<file path="src/include/cgd_map.svh">
// timing counts, command codes and buffer and cursor limits for the display command decoder
// Overview of operation
// RQ1 - status read: cursor low seven, busy top
// RQ2 - clear blanks text, zeroes counter, increments
// RQ3 - home zeroes counter and shift offset
// RQ4 - entry bit1 picks increment or decrement
// RQ5 - entry bit0 shifts display with cursor
// RQ6 - shifting writes lengthen busy time
// RQ7 - control bit2 powers display, bit0 cursor
// RQ8 - enabled cursor lengthens every busy time; the code leaves it off in graphics mode and for the f0-f2 command bytes
// RQ9 - cursor and display move one place
// RQ10 - four-bit mode: upper lines, high nibble first
// RQ11 - eight-bit select restores full byte lines
// RQ12 - width select followed by brightness byte
// RQ13 - host waits before touching after width
// RQ14 - glyph address command loads glyph address
// RQ15 - display address command loads text address
// RQ16 - extended commands enter graphics, legacy leaves
// RQ17 - extended parameters sent with select high
// RQ18 - graphic cursor takes column then row
// RQ19 - area command takes box and action
// RQ20 - image data advances cursor inside area
// RQ21 - font command selects font or spacing
// RQ22 - characters drawn, spaced, cursor advanced
// RQ23 - busy from acceptance until time elapsed
`ifndef CGD_MAP_SVH
`define CGD_MAP_SVH
`define CGD_CLK_MHZ        100
`define CGD_T_STD_US       40
`define CGD_T_CTRL_US      50
`define CGD_T_CLEAR_US     150
`define CGD_T_HOME_US      500
`define CGD_T_SHIFT_US     150
`define CGD_T_CURSOR_US    20
`define CGD_T_AREA_US      500
`define CGD_T_GDATA_US     250
`define CGD_CYC(us)        ((us) * `CGD_CLK_MHZ)
`define CGD_TEXT_DEPTH     128
`define CGD_BLANK          8'h20
`define CGD_GX_MAX         8'd139
`define CGD_GY_MAX         8'd31
`define CGD_OP_FONT        8'hf2
`define CGD_OP_AREA        8'hf1
`define CGD_OP_GCUR        8'hf0
`endif

</file>
<file path="src/include/cgd_pkg.sv">
// types shared by both ends of the display command link
package cgd_pkg;
   typedef enum logic [2:0] {CGD_ACT_NONE, CGD_ACT_INV, CGD_ACT_FILL, CGD_ACT_CLR,
                             CGD_ACT_OUT, CGD_ACT_UNOUT, CGD_ACT_IMAGE} cgd_act_t;
   typedef enum {CGD_S_IDLE, CGD_S_CLEAR, CGD_S_PARAM, CGD_S_IMAGE, CGD_S_LUM} cgd_state_t;
   typedef enum {CGD_H_IDLE, CGD_H_WAIT, CGD_H_HI, CGD_H_LO, CGD_H_DONE} cgd_hstate_t;
endpackage

</file>
<file path="src/include/cgd_if.sv">
// parallel character-display bus between host and display
`timescale 1ns/10ps
interface cgd_if;
   logic       cmd_data_select;
   logic       rd_wr;
   logic       strobe;
   logic [7:0] host_data;
   logic       host_data_oe;
   logic [7:0] dev_data;
   logic       dev_data_oe;
   logic       busy;
   modport dev  (input cmd_data_select, rd_wr, strobe, host_data, host_data_oe,
                 output dev_data, dev_data_oe, busy);
   modport host (output cmd_data_select, rd_wr, strobe, host_data, host_data_oe,
                 input dev_data, dev_data_oe, busy);
endinterface

</file>
<file path="src/core/cgd_busy_timer.sv">
// busy countdown shared by the display end
`timescale 1ns/10ps
module cgd_busy_timer #(
   parameter int W = 16
) (
   input  wire logic         clk,
   input  wire logic         rst_b,
   input  wire logic         load,
   input  wire logic [W-1:0] cycles,
   output logic              busy
);
   logic [W-1:0] cnt_r;
   always_ff @(posedge clk)
   begin
      if (!rst_b)
         cnt_r <= '0;
      else if (load)
         cnt_r <= cycles; // RQ23
      else if (cnt_r != '0)
         cnt_r <= cnt_r - W'(1);
   end
   assign busy = (cnt_r != '0);
endmodule

</file>
<file path="src/core/cgd_dev.sv">
// display end: decodes commands and data from the parallel bus
`include "cgd_map.svh"
`timescale 1ns/10ps
module cgd_dev #(
   parameter int DEPTH = `CGD_TEXT_DEPTH
) (
   input  wire logic clk,
   input  wire logic rst_b,
   cgd_if.dev        bus,
   output logic       display_on,
   output logic       cursor_on,
   output logic [1:0] brightness,
   output logic       graphics_mode,
   output logic [7:0] gfx_x,
   output logic [7:0] gfx_y,
   output logic [7:0] font_sel,
   output logic [1:0] char_spacing,
   output logic [2:0] area_action,
   output logic       pixel_wr,
   output logic [7:0] pixel_data,
   output logic [6:0] shift_offset
);
   localparam logic [15:0] C_STD   = 16'(`CGD_CYC(`CGD_T_STD_US));
   localparam logic [15:0] C_CTRL  = 16'(`CGD_CYC(`CGD_T_CTRL_US));
   localparam logic [15:0] C_CLEAR = 16'(`CGD_CYC(`CGD_T_CLEAR_US));
   localparam logic [15:0] C_HOME  = 16'(`CGD_CYC(`CGD_T_HOME_US));
   localparam logic [15:0] C_SHIFT = 16'(`CGD_CYC(`CGD_T_SHIFT_US));
   localparam logic [15:0] C_CUR   = 16'(`CGD_CYC(`CGD_T_CURSOR_US));
   localparam logic [15:0] C_AREA  = 16'(`CGD_CYC(`CGD_T_AREA_US));
   localparam logic [15:0] C_GDATA = 16'(`CGD_CYC(`CGD_T_GDATA_US));

   typedef struct packed {
      logic [2:0]  sel_s, rw_s, stb_s;
      logic [7:0]  d1, d2;
      cgd_pkg::cgd_state_t st;
      logic [6:0]  addr;
      logic        in_glyph;
      logic [5:0]  gaddr;
      logic        inc, shift_en, disp, cur, nib4, nib_hi;
      logic [3:0]  hi_nib;
      logic [1:0]  lum;
      logic        gfx;
      logic [7:0]  gx, gy, x1, y1, x2, y2, op, font;
      logic [1:0]  sp;
      logic [2:0]  pcnt;
      logic [2:0]  act;
      logic        pwr;
      logic [7:0]  pdat;
      logic [6:0]  soff;
      logic [7:0]  dout;
      logic        doe;
      logic        tload;
      logic [15:0] tcyc;
      logic [6:0]  clr_idx;
   } cgd_dev_t;

   cgd_dev_t   s_r, s_nxt;
   logic [7:0] text_buffer_ram [DEPTH];
   logic [7:0] glyph_ram [64];
   logic       busy_w;

   cgd_busy_timer #(.W(16)) u_timer (
      .clk   (clk),
      .rst_b (rst_b),
      .load  (s_r.tload),
      .cycles(s_r.tcyc),
      .busy  (busy_w)
   );

   // step the counter in the current direction
   function automatic logic [6:0] step(input logic [6:0] a, input logic up);
      step = up ? a + 7'd1 : a - 7'd1;
   endfunction

   // cursor adds its extra busy time to text-mode busy periods, not to the f0-f2 command bytes
   function automatic logic [15:0] dur(input logic [15:0] base, input logic cur);
      dur = cur ? base + C_CUR : base; // RQ8
   endfunction

   logic wr_ev, rd_ev, rd_end, sel;
   logic [7:0] byte_in;
   logic byte_ok;

   always_comb
   begin
      s_nxt = s_r;
      s_nxt.sel_s = {s_r.sel_s[1:0], bus.cmd_data_select};
      s_nxt.rw_s  = {s_r.rw_s[1:0], bus.rd_wr};
      s_nxt.stb_s = {s_r.stb_s[1:0], bus.strobe};
      s_nxt.d1    = bus.host_data;
      s_nxt.d2    = s_r.d1;
      s_nxt.tload = 1'b0;
      s_nxt.pwr   = 1'b0;
      sel   = s_r.sel_s[1];
      // falling strobe takes a write, high strobe drives a read
      wr_ev = s_r.stb_s[2] & ~s_r.stb_s[1] & ~s_r.rw_s[1];
      rd_ev = s_r.stb_s[1] & s_r.rw_s[1];
      rd_end = s_r.stb_s[2] & ~s_r.stb_s[1] & s_r.rw_s[1];
      byte_in = s_r.d2;
      byte_ok = 1'b0;
      if (wr_ev)
      begin
         if (s_r.nib4)
         begin
            // no busy between nibbles
            if (s_r.nib_hi) begin s_nxt.hi_nib = s_r.d2[7:4]; s_nxt.nib_hi = 1'b0; end // RQ10
            else
            begin
               byte_in = {s_r.hi_nib, s_r.d2[7:4]}; // RQ10
               byte_ok = 1'b1;
               s_nxt.nib_hi = 1'b1;
            end
         end
         else
            byte_ok = 1'b1; // RQ11
      end
      s_nxt.doe = rd_ev;
      // status busy bit also covers the power-up clear sweep
      if (rd_ev && !sel)
         s_nxt.dout = {bus.busy, s_r.addr}; // RQ1
      else if (rd_ev)
         s_nxt.dout = s_r.in_glyph ? glyph_ram[s_r.gaddr] : text_buffer_ram[s_r.addr];
      // a data read moves the counter like a write, but costs no busy time
      if (rd_end && sel && !s_r.gfx)
      begin
         if (!s_r.in_glyph) s_nxt.addr = step(s_r.addr, s_r.inc); // RQ4
         else s_nxt.gaddr = s_r.gaddr + 6'd1; // RQ14
         if (s_r.shift_en && !s_r.in_glyph) s_nxt.soff = step(s_r.soff, ~s_r.inc); // RQ5
      end
      case (s_r.st)
      cgd_pkg::CGD_S_CLEAR:
      begin
         s_nxt.clr_idx = s_r.clr_idx + 7'd1; // RQ2
         if (s_r.clr_idx == 7'(DEPTH - 1))
            s_nxt.st = cgd_pkg::CGD_S_IDLE;
      end
      default: ;
      endcase
      if (byte_ok && !sel)
      begin
         s_nxt.tload = 1'b1;
         s_nxt.tcyc  = dur(C_STD, s_r.cur && !s_r.gfx); // RQ23
         if (byte_in >= 8'hf0 && byte_in <= `CGD_OP_FONT)
         begin
            s_nxt.gfx = 1'b1; // RQ16
            s_nxt.op = byte_in;
            s_nxt.st = cgd_pkg::CGD_S_PARAM;
            s_nxt.pcnt = 3'd0;
            s_nxt.inc = 1'b1;
            s_nxt.tcyc = C_STD;
         end
         else
         begin
            s_nxt.gfx = 1'b0; // RQ16
            s_nxt.st = cgd_pkg::CGD_S_IDLE;
            if (byte_in == 8'h01)
            begin
               s_nxt.st = cgd_pkg::CGD_S_CLEAR; // RQ2
               s_nxt.clr_idx = 7'd0;
               s_nxt.addr = 7'd0;
               s_nxt.inc = 1'b1;
               s_nxt.soff = 7'd0;
               s_nxt.in_glyph = 1'b0;
               s_nxt.tcyc = dur(C_CLEAR, s_r.cur);
            end
            else if (byte_in[7:1] == 7'h01)
            begin
               s_nxt.addr = 7'd0; // RQ3
               s_nxt.soff = 7'd0;
               s_nxt.in_glyph = 1'b0;
               s_nxt.tcyc = dur(C_HOME, s_r.cur);
            end
            else if (byte_in[7:2] == 6'h01)
            begin
               s_nxt.inc = byte_in[1]; // RQ4
               s_nxt.shift_en = byte_in[0]; // RQ5
            end
            else if (byte_in[7:3] == 5'h01)
            begin
               s_nxt.disp = byte_in[2]; // RQ7
               s_nxt.cur = byte_in[0]; // RQ7
               s_nxt.tcyc = dur(C_CTRL, byte_in[0]);
            end
            else if (byte_in[7:4] == 4'h1)
            begin
               if (!byte_in[3]) s_nxt.addr = step(s_r.addr, byte_in[2]); // RQ9
               else
               begin
                  s_nxt.soff = step(s_r.soff, byte_in[2]); // RQ9
                  s_nxt.tcyc = dur(C_SHIFT, s_r.cur);
               end
            end
            else if (byte_in[7:5] == 3'h1)
            begin
               s_nxt.nib4 = ~byte_in[4]; // RQ10 RQ11
               s_nxt.nib_hi = 1'b1;
               s_nxt.st = cgd_pkg::CGD_S_LUM; // RQ12
            end
            else if (byte_in[7:6] == 2'h1)
            begin
               s_nxt.in_glyph = 1'b1; // RQ14
               s_nxt.gaddr = byte_in[5:0];
            end
            else if (byte_in[7])
            begin
               s_nxt.in_glyph = 1'b0; // RQ15
               s_nxt.addr = byte_in[6:0];
            end
         end
      end
      else if (byte_ok && sel)
      begin
         s_nxt.tload = 1'b1;
         // parameter bytes cost the standard time, a non-image area action byte standard plus area time, drawing data the graphics-data time
         s_nxt.tcyc = dur((s_r.gfx && s_r.st != cgd_pkg::CGD_S_PARAM) ? C_GDATA : C_STD,
                          s_r.cur && !s_r.gfx); // RQ23
         case (s_r.st)
         cgd_pkg::CGD_S_LUM:
         begin
            s_nxt.lum = byte_in[1:0]; // RQ12
            s_nxt.st = cgd_pkg::CGD_S_IDLE;
         end
         cgd_pkg::CGD_S_PARAM:
         begin
            s_nxt.pcnt = s_r.pcnt + 3'd1; // RQ17
            if (s_r.op == `CGD_OP_GCUR)
            begin
               if (s_r.pcnt == 3'd0) s_nxt.gx = (byte_in > `CGD_GX_MAX) ? `CGD_GX_MAX : byte_in; // RQ18
               else
               begin
                  s_nxt.gy = (byte_in > `CGD_GY_MAX) ? `CGD_GY_MAX : byte_in; // RQ18
                  s_nxt.st = cgd_pkg::CGD_S_IDLE;
               end
            end
            else if (s_r.op == `CGD_OP_FONT)
            begin
               if (byte_in == "1" || byte_in == "2") s_nxt.sp = byte_in[1:0]; // RQ21
               else s_nxt.font = byte_in; // RQ21
               s_nxt.st = cgd_pkg::CGD_S_IDLE;
            end
            else
            begin
               case (s_r.pcnt)
               3'd0: s_nxt.x1 = byte_in; // RQ19
               3'd1: s_nxt.y1 = byte_in;
               3'd2: s_nxt.x2 = byte_in;
               3'd3: s_nxt.y2 = byte_in;
               default:
               begin
                  s_nxt.st = cgd_pkg::CGD_S_IDLE;
                  s_nxt.tcyc = C_STD + C_AREA; // RQ19
                  s_nxt.act = cgd_pkg::CGD_ACT_NONE;
                  s_nxt.pwr = 1'b1;
                  case (byte_in)
                  "I", "l": s_nxt.act = cgd_pkg::CGD_ACT_INV;
                  "F": s_nxt.act = cgd_pkg::CGD_ACT_FILL;
                  "C": s_nxt.act = cgd_pkg::CGD_ACT_CLR;
                  "O": s_nxt.act = cgd_pkg::CGD_ACT_OUT;
                  "o": s_nxt.act = cgd_pkg::CGD_ACT_UNOUT;
                  "H", "V", "h", "v":
                  begin
                     s_nxt.act = cgd_pkg::CGD_ACT_IMAGE; // RQ20
                     s_nxt.st = cgd_pkg::CGD_S_IMAGE;
                     s_nxt.pwr = 1'b0;
                     s_nxt.gx = s_r.x1;
                     s_nxt.gy = s_r.y1;
                     s_nxt.tcyc = C_STD;
                  end
                  default: s_nxt.pwr = 1'b0;
                  endcase
                  s_nxt.op = byte_in;
               end
               endcase
            end
         end
         cgd_pkg::CGD_S_IMAGE:
         begin
            s_nxt.pwr = 1'b1; // RQ20
            s_nxt.pdat = byte_in;
            // lower-case actions move the cursor down, upper-case across
            if (s_r.op[5])
            begin
               if (s_r.gy >= s_r.y2) begin s_nxt.gy = s_r.y1; s_nxt.gx = s_r.gx + 8'd8; end
               else s_nxt.gy = s_r.gy + 8'd1;
            end
            else
            begin
               if (s_r.gx >= s_r.x2) begin s_nxt.gx = s_r.x1; s_nxt.gy = s_r.gy + 8'd8; end
               else s_nxt.gx = s_r.gx + 8'd1;
            end
         end
         default:
         begin
            if (s_r.gfx)
            begin
               s_nxt.pwr = 1'b1; // RQ22
               s_nxt.pdat = byte_in;
               // advance by a nominal glyph width plus spacing; wrap is host's job
               s_nxt.gx = s_r.gx + 8'd5 + {6'd0, s_r.sp}; // RQ22
            end
            else
            begin
               if (!s_r.in_glyph) s_nxt.addr = step(s_r.addr, s_r.inc); // RQ4
               else s_nxt.gaddr = s_r.gaddr + 6'd1; // RQ14
               if (s_r.shift_en && !s_r.in_glyph)
               begin
                  s_nxt.soff = step(s_r.soff, ~s_r.inc); // RQ5
                  s_nxt.tcyc = dur(C_STD + C_SHIFT, s_r.cur); // RQ6
               end
            end
         end
         endcase
      end
      if (!rst_b)
      begin
         s_nxt = '0;
         s_nxt.st = cgd_pkg::CGD_S_CLEAR;
         s_nxt.inc = 1'b1;
         s_nxt.disp = 1'b1;
         s_nxt.font = "L";
         s_nxt.sp = 2'd1;
         s_nxt.sel_s = 3'b111;
         s_nxt.rw_s = 3'b111;
      end
   end

   always_ff @(posedge clk)
   begin
      s_r <= s_nxt;
      if (s_r.st == cgd_pkg::CGD_S_CLEAR)
         text_buffer_ram[s_r.clr_idx] <= `CGD_BLANK; // RQ2
      else if (byte_ok && sel && !s_r.gfx && s_r.st == cgd_pkg::CGD_S_IDLE)
      begin
         if (s_r.in_glyph) glyph_ram[s_r.gaddr] <= byte_in; // RQ14
         else text_buffer_ram[s_r.addr] <= byte_in;
      end
   end

   assign bus.dev_data    = s_r.dout;
   assign bus.dev_data_oe = s_r.doe;
   assign bus.busy        = busy_w | (s_r.st == cgd_pkg::CGD_S_CLEAR);
   assign display_on      = s_r.disp;
   assign cursor_on       = s_r.cur & ~s_r.gfx; // RQ16
   assign brightness      = s_r.lum;
   assign graphics_mode   = s_r.gfx;
   assign gfx_x           = s_r.gx;
   assign gfx_y           = s_r.gy;
   assign font_sel        = s_r.font;
   assign char_spacing    = s_r.sp;
   assign area_action     = s_r.act;
   assign pixel_wr        = s_r.pwr;
   assign pixel_data      = s_r.pdat;
   assign shift_offset    = s_r.soff;
endmodule

</file>
<file path="src/flat_wrapper.sv">
// flat-port wrapper written by rule: the top's interface ports become plain ports
module cgd_dev_flat 
#(
   parameter int DEPTH = `CGD_TEXT_DEPTH
)
  (clk, rst_b, display_on, cursor_on, brightness, graphics_mode, gfx_x, gfx_y, font_sel, char_spacing, area_action, pixel_wr, pixel_data, shift_offset, bus_cmd_data_select, bus_rd_wr, bus_strobe, bus_host_data, bus_host_data_oe, bus_dev_data, bus_dev_data_oe, bus_busy);
  cgd_if bus_i ();
  input  wire logic clk;
  input  wire logic rst_b;
  output logic display_on;
  output logic cursor_on;
  output logic [1:0] brightness;
  output logic graphics_mode;
  output logic [7:0] gfx_x;
  output logic [7:0] gfx_y;
  output logic [7:0] font_sel;
  output logic [1:0] char_spacing;
  output logic [2:0] area_action;
  output logic pixel_wr;
  output logic [7:0] pixel_data;
  output logic [6:0] shift_offset;
  input wire logic [$bits(bus_i.cmd_data_select)-1:0] bus_cmd_data_select;
  input wire logic [$bits(bus_i.rd_wr)-1:0] bus_rd_wr;
  input wire logic [$bits(bus_i.strobe)-1:0] bus_strobe;
  input wire logic [$bits(bus_i.host_data)-1:0] bus_host_data;
  input wire logic [$bits(bus_i.host_data_oe)-1:0] bus_host_data_oe;
  output wire logic [$bits(bus_i.dev_data)-1:0] bus_dev_data;
  output wire logic [$bits(bus_i.dev_data_oe)-1:0] bus_dev_data_oe;
  output wire logic [$bits(bus_i.busy)-1:0] bus_busy;
  assign bus_i.cmd_data_select = bus_cmd_data_select;
  assign bus_i.rd_wr = bus_rd_wr;
  assign bus_i.strobe = bus_strobe;
  assign bus_i.host_data = bus_host_data;
  assign bus_i.host_data_oe = bus_host_data_oe;
  assign bus_dev_data = bus_i.dev_data;
  assign bus_dev_data_oe = bus_i.dev_data_oe;
  assign bus_busy = bus_i.busy;
  cgd_dev #(.DEPTH(DEPTH)) u_core (.clk(clk), .rst_b(rst_b), .bus(bus_i), .display_on(display_on), .cursor_on(cursor_on), .brightness(brightness), .graphics_mode(graphics_mode), .gfx_x(gfx_x), .gfx_y(gfx_y), .font_sel(font_sel), .char_spacing(char_spacing), .area_action(area_action), .pixel_wr(pixel_wr), .pixel_data(pixel_data), .shift_offset(shift_offset));
endmodule
</file>
<file path="config.mk">
export PLATFORM = sky130hd
export DESIGN_NAME = cgd_dev_flat
export DESIGN_NICKNAME = d
export VERILOG_FILES = /design/src/include/cgd_pkg.sv /design/src/include/cgd_if.sv /design/src/core/cgd_busy_timer.sv /design/src/core/cgd_dev.sv /design/src/flat_wrapper.sv
export VERILOG_INCLUDE_DIRS = /design/src /design/src/include
export SDC_FILE = /design/constraint.sdc
export NUM_CORES = 2
export LEC_CHECK = 0
export BUFFER_PORTS_ARGS = -buffer_cell sky130_fd_sc_hd__buf_2
export CORE_UTILIZATION = 45
export DETAILED_ROUTE_END_ITERATION = 8
export PLACE_DENSITY = 0.65
export SLEW_MARGIN = 20
export SYNTH_ARGS = -nofsm -noshare
export SYNTH_HDL_FRONTEND = slang
export SYNTH_SLANG_ARGS = --single-unit
</file>
<file path="constraint.sdc">
create_clock -name clk -period 5.45 [get_ports clk]
set_input_delay 0.545 -clock clk [delete_from_list [all_inputs] [get_ports clk]]
set_output_delay 0.545 -clock clk [all_outputs]
set_load 0.05 [all_outputs]
</file>
* Yosys cells after proc, flatten, opt, wreduce, memory -nomap -nowiden
Memory sizes are Yosys's and may differ from the RTL's. A register that Yosys moved wholly into a read port is not among the register bits. Cells that the tools add are included.
Cells by class: add/sub/neg operators 15, magnitude comparators 6, eq/ne operators 48, multiplexer cells 172, bitwise logic cells 25, reduce and logical (&&, ||, !) cells 54
Operators with widths (number):
- 16-bit two-way mux | 20
- 32-bit two-way mux | 9
- 7-bit two-way mux | 32
- 8-bit two-way mux | 26
- 14-bit two-way mux | 9
- 32-bit by 2-bit equality test with 1-bit output, second input constant | 3
- 46-bit two-way mux | 2
- 8-bit by 7-bit equality test with 1-bit output, second input constant | 10
- 40-bit two-way mux | 2
- 39-bit two-way mux | 2
- 32-bit one-hot mux with 2 select lines | 1
- 6-bit two-way mux | 10
- 56-bit two-way mux | 1
- 6-bit AND reduction | 9
- 12-bit two-way mux | 3
- 17-bit two-way mux | 2
- 32-bit by 1-bit equality test with 1-bit output, second input constant | 1
- 32-bit by 3-bit equality test with 1-bit output, second input constant | 1
- 32-bit logical NOT | 1
- 32-bit by 3-bit != test with 1-bit output, second input constant | 1
- 16-bit one-hot mux with 2 select lines | 1
- 8-bit one-hot mux with 2 select lines | 2
- 15-bit two-way mux | 2
- 13-bit two-way mux | 2
- 66 further kinds | 168
Word-level totals: flip-flop bits (word level) 219, RAM bits 1536, input port bits 14, output and inout port bits 60, logic and storage cells 360, memories kept 2
Memory list:
- u_core.text_buffer_ram | words 128, width 8, read ports 1, clocked after Yosys merged registers in 1, wr ports 1, RTL line cgd_dev.sv:58 | logic [7:0] text_buffer_ram [DEPTH];
- u_core.glyph_ram | words 64, width 8, read ports 1, clocked after Yosys merged registers in 1, wr ports 1, RTL line cgd_dev.sv:59 | logic [7:0] glyph_ram [64];

* Longest topological paths before layout
depth after elaboration 24, mapped depth 12, gate-level depth less buffers 10

* Hierarchy
From an unflattened synthesis, not the netlist that was laid out.
Unflattened totals: cell total of the unflattened synthesis 4589, area, all modules 72405.7 um^2
By module, submodules not included:
- cgd_dev | times used 1, cells an instance 4481, area an instance 71511.1 um^2, sequential area each 50128.1 um^2
- cgd_busy_timer | times used 1, cells an instance 108, area an instance 894.6 um^2, sequential area each 320.3 um^2

* Worst setup path before layout
No wires, ideal clock.
path kind register -> register, start point register u_core.s_r[128] (netlist name), end point memory u_core.text_buffer_ram[0][0] (data pin), setup time 0.801 ns, arrival 4.893 ns, required time 4.649 ns, setup slack -0.244 ns, cell stages (with the launch flop) 9, path buffers 3, clock period less this slack 5.694 ns, cell sequence dfxtp_1 ha_1 nor4b_4 nand2_2 or4_1 buf_2 buf_6 buf_6 nor2_1
On the way: longest elaborated chain between the ends 11, elaborated cells between the ends (all ways) 14, those cells by class mux: 10; reduce/logical: 4
RTL lines:
- start, declared | RTL line cgd_dev.sv:57 | cgd_dev_t s_r, s_nxt;
- start signal, assigned | RTL line cgd_dev.sv:329 | s_r <= s_nxt;
- 1-bit two-way mux | RTL line cgd_dev.sv:106 | if (s_r.nib_hi) begin s_nxt.hi_nib = s_r.d2[7:4]; s_nxt.nib_hi = 1'b0; end
- 1-bit two-way mux | RTL line cgd_dev.sv:103 | if (s_r.nib4)
- 1-bit two-way mux | RTL line cgd_dev.sv:101 | if (wr_ev)
- 1-bit logical AND (3 in series) | RTL line cgd_dev.sv:332 | else if (byte_ok && sel && !s_r.gfx && s_r.st == cgd_pkg::CGD_S_IDLE)
- 1-bit two-way mux | RTL line cgd_dev.sv:332
- 1-bit two-way mux | RTL line cgd_dev.sv:330 | if (s_r.st == cgd_pkg::CGD_S_CLEAR)
- 1-bit two-way mux (implied by the code) | RTL line cgd_dev.sv:335 | else text_buffer_ram[s_r.addr] <= byte_in;
- 8-bit OR reduction (no source line)
- 8-bit two-way mux (no source line) *
- end, declared | RTL line cgd_dev.sv:58
Mark *: on every way between the ends. The rest lies on a longest branch, timed or not.

* Final worst setup path
start point register u_core.s_r[128] (netlist name), end point memory u_core.text_buffer_ram[15][7], enable pin
On the way: longest elaborated chain between the ends 11, elaborated cells between the ends (all ways) 12, those cells by class mux: 8; reduce/logical: 4
RTL lines (RTL line):
- 1-bit two-way mux * | cgd_dev.sv:106
- 1-bit two-way mux * | cgd_dev.sv:103
- 1-bit two-way mux * | cgd_dev.sv:101
- 1-bit logical AND * (3 in series) | cgd_dev.sv:332
- 1-bit two-way mux * | cgd_dev.sv:332
- 1-bit two-way mux * | cgd_dev.sv:330
- 1-bit two-way mux (implied by the code) * | cgd_dev.sv:335
- 8-bit OR reduction (no source line)
- 7-bit two-way mux (no source line) / 1-bit two-way mux (equally long branches)
Marked as above.

==> results_dict.tcl <==
set metrics [dict create \
    drc_errors 0 \
    pwr-share-clk 0.439 \
    synth_edf_count 1536 \
    numCtsBuffers 178 \
    period_minus_slack_ps 4770 \
    setup.worst_path.end "u_core.text_buffer_ram[15][7]" \
    max_slew.worst_pin.slew_ps 1170 \
    timing.final.ws_setup_ps 679 \
    synthArstFlopShare 0 \
    initial_utilization 0.455 \
    switching_power_mw 5.72 \
    post_cts_resized 0 \
    ys_types 98 \
    grt_util_all_layers 0.233 \
    cap_violations 0 \
    dp_slack_ps 827 \
    intPower_mw 21.6 \
    r2r-start "u_core.s_r[128]" \
    synthCells 4582 \
    finalWirelength_mm 190 \
    worstPathRequired_ps 5850 \
    core_region_area_um2 157000 \
    syn_nets 4632 \
    wl_met3_mm 16.8 \
    fin_crit_sh 0.875 \
    status "finished clean" \
    hold_path_class "reg -> reg" \
    m1WireLength_mm 78.3 \
    arrival_ps 5170 \
    htree_levels 4 \
    die_w_um 401 \
    vias 42664 \
    grt_pass1_wl_mm 280 \
    placed_cells 6524 \
    worstSkewPairLatency_ps 810 \
    num_rows 145 \
    antenna_left 0 \
    synth_flop_cell "edfxtp_1" \
    cp-start-kind "register" \
    pwr-share-seq 0.533 \
    dieArea_um2 160000 \
    gp_congestion 0.886 \
    synth.area.top_cells "edfxtp_1, mux4_2, dfxtp_1" \
    route.met2.wl_mm 89.3 \
    drt-initial-drc-count 5153 \
    drive_gt1_frac 0.177 \
    clock_sinks 1752 \
    swShare 0.209 \
    cts.reportedPaths.clkPinSlew_ps 60 \
    max_freq_mhz 210 \
    yosysMostFrequentCell "edfxtp_1" \
    nets 4708 \
    die_h_um 401 \
    fin_cells 6856 \
    yosysSeqAreaShare 0.706 \
    ys_ff_latch 1752 \
    highest_layer "met4" \
    drv_slew 0 \
    setup_viol 0 \
    reg2reg_slack_ps 680 \
    critPathKind "reg -> reg" \
    end_kind "register" \
    vias_per_cell 6.22 \
    io_pins 74 \
    hpwl_mm 117 \
    leakagePower_nw 26.8 \
    first_global_vias 41480 \
    p_comb_frac 0.028 \
    skew_ps 44.4 \
    grt_max_degree 129 \
    yosysWarnings 0 \
    syn-cell-area_um2 71500 \
    routedWlPerCell_um 27.7 \
    syn2layout_area_growth_pct 12.4 \
    clock_path_buffers 3 \
    tns_ps 0 \
    antenna_found_initial 1 \
    rsz0062_at_grt "false" \
    grt_overflow 0 \
    ff2ff_path_depth 9 \
    hold_viol_final 0 \
    cts_root_buffer "clkbuf_16" \
    p_per_area_nw_per_um2 340 \
    r2r-end "u_core.text_buffer_ram[15][7]" \
    synth_top_area_frac 0.645 \
    slew_headroom 0.210 \
    port_buffers 72 \
    critPathLaunch "u_core.s_r[128]" \
    dr.pass1.iters 6 \
    synth_largest_area_cell "edfxtp_1" \
    ir_drop_mv 0.233 \
    path_max_fanout 22 \
    synth.avg_cell_area_um2 15.6 \
    cts_tree "built" \
    ys_top_cells_by_count "edfxtp_1, nor2_1, dfxtp_1, mux4_2, clkbuf_1" \
]
[cell usage in the layout (no fill, tap or decap), types with 105 or more instances in the layout]
cell,instances
a21oi_1,132
edfxtp_1,1536
nand2_1,174
buf_4,166
a22oi_1,166
mux4_2,216
dfxtp_1,210
o21ai_0,105
nor2_1,354
clkbuf_16,184
mux2i_1,149
[power groups by stage]
stage	clock [mW]	combinational, mW	sequential [mW]
detailed placement	0	0.746	14.9
global placement	0	0.730	14.8
CTS	12.1	0.755	14.6
global route	12.6	0.823	14.6
finish	12.0	0.758	14.6
floorplan	0	0.533	14.8
[sequential cells by signal, indices dropped and copies added, names as in the netlist, 8 cells and up]
register,count
u_core.bus.dev_data,8
u_core.font_sel,8
u_core.gfx_x,8
u_core.gfx_y,8
u_core.glyph_ram,512
u_core.pixel_data,8
u_core.s_r,142
u_core.text_buffer_ram,1024
u_core.u_timer.cnt_r,16
[worst max-delay path, cell delays in order, from the launching register on]
cell     delay [ps]
dfxtp_1         440
ha_1            320
nor4b_4         310
nand2_2         240
or4_1           920
nor3_1          270
a31oi_1         140
or2_1           690
buf_4           380
nor2_1          630
[kinds of logic (layout without fill, tap and decap cells)]
logic type,Yosys count,count (layout),synth area share
and+or+nand+nor,980,980,0.0670
AOI/OAI and AO/OA,939,939,0.0937
adders and majority gates,36,36,0.00641
xor gates and xnor gates,51,51,0.00625
other,0,1,0
muxes,395,395,0.0936
buffers and inverters,429,644,0.0273
DFF,1752,1752,0.706
[worst min path at each step]
| stage | from | to | slack (ps) | depth (start not counted) |
|---|---|---|---|---|
| after floorplan | u_core.s_r[199] | u_core.s_r[200] | 390 | 1 |
| after global placement | u_core.s_r[202] | u_core.s_r[203] | 420 | 1 |
| after detailed placement | u_core.s_r[202] | u_core.s_r[203] | 410 | 1 |
| after CTS | u_core.s_r[202] | u_core.s_r[203] | 420 | 1 |
| after global routing | u_core.s_r[202] | u_core.s_r[203] | 430 | 1 |
| final | u_core.s_r[202] | u_core.s_r[203] | 410 | 1 |
[through the flow]
stage,area [µm²],total power [mW],utilization,hold slack (ps)
6_report,80400,27.3,0.512,413
5_1_grt,80400,28.0,0.512,431
4_1_cts,80300,27.5,0.512,417
3_5_place_dp,74500,15.6,0.475,408
3_3_place_gp,74400,15.6,0.474,418
2_1_floorplan,71500,15.4,-,386
[layer usage]
layer | GRT usage | vias up
li1 | - | 18431
met1 | 0.329 | 21801
met2 | 0.367 | 2075
met3 | 0.0436 | 357
met4 | 0.0732 | 0
met5 | 0 | -
[final cells by class]
type	instances	area [µm²]
clock buffers	223	4810
fillers	12693	76600
inverters	61	230
flip-flops and latches	1752	50500
repair buffers	264	2020
diodes	1	2.50
well taps	2058	2570
multi-input cells	2401	19300
clock inverters	96	935
[repair_timing]
item                                    in CTS  in global routing
endpoints found under the setup margin       0                  0
hold buffers                                12                  0
buffers inserted                             0                  0
hold endpoints to repair                    12                  0
No activity file was read; power rests on OpenSTA's default activity.
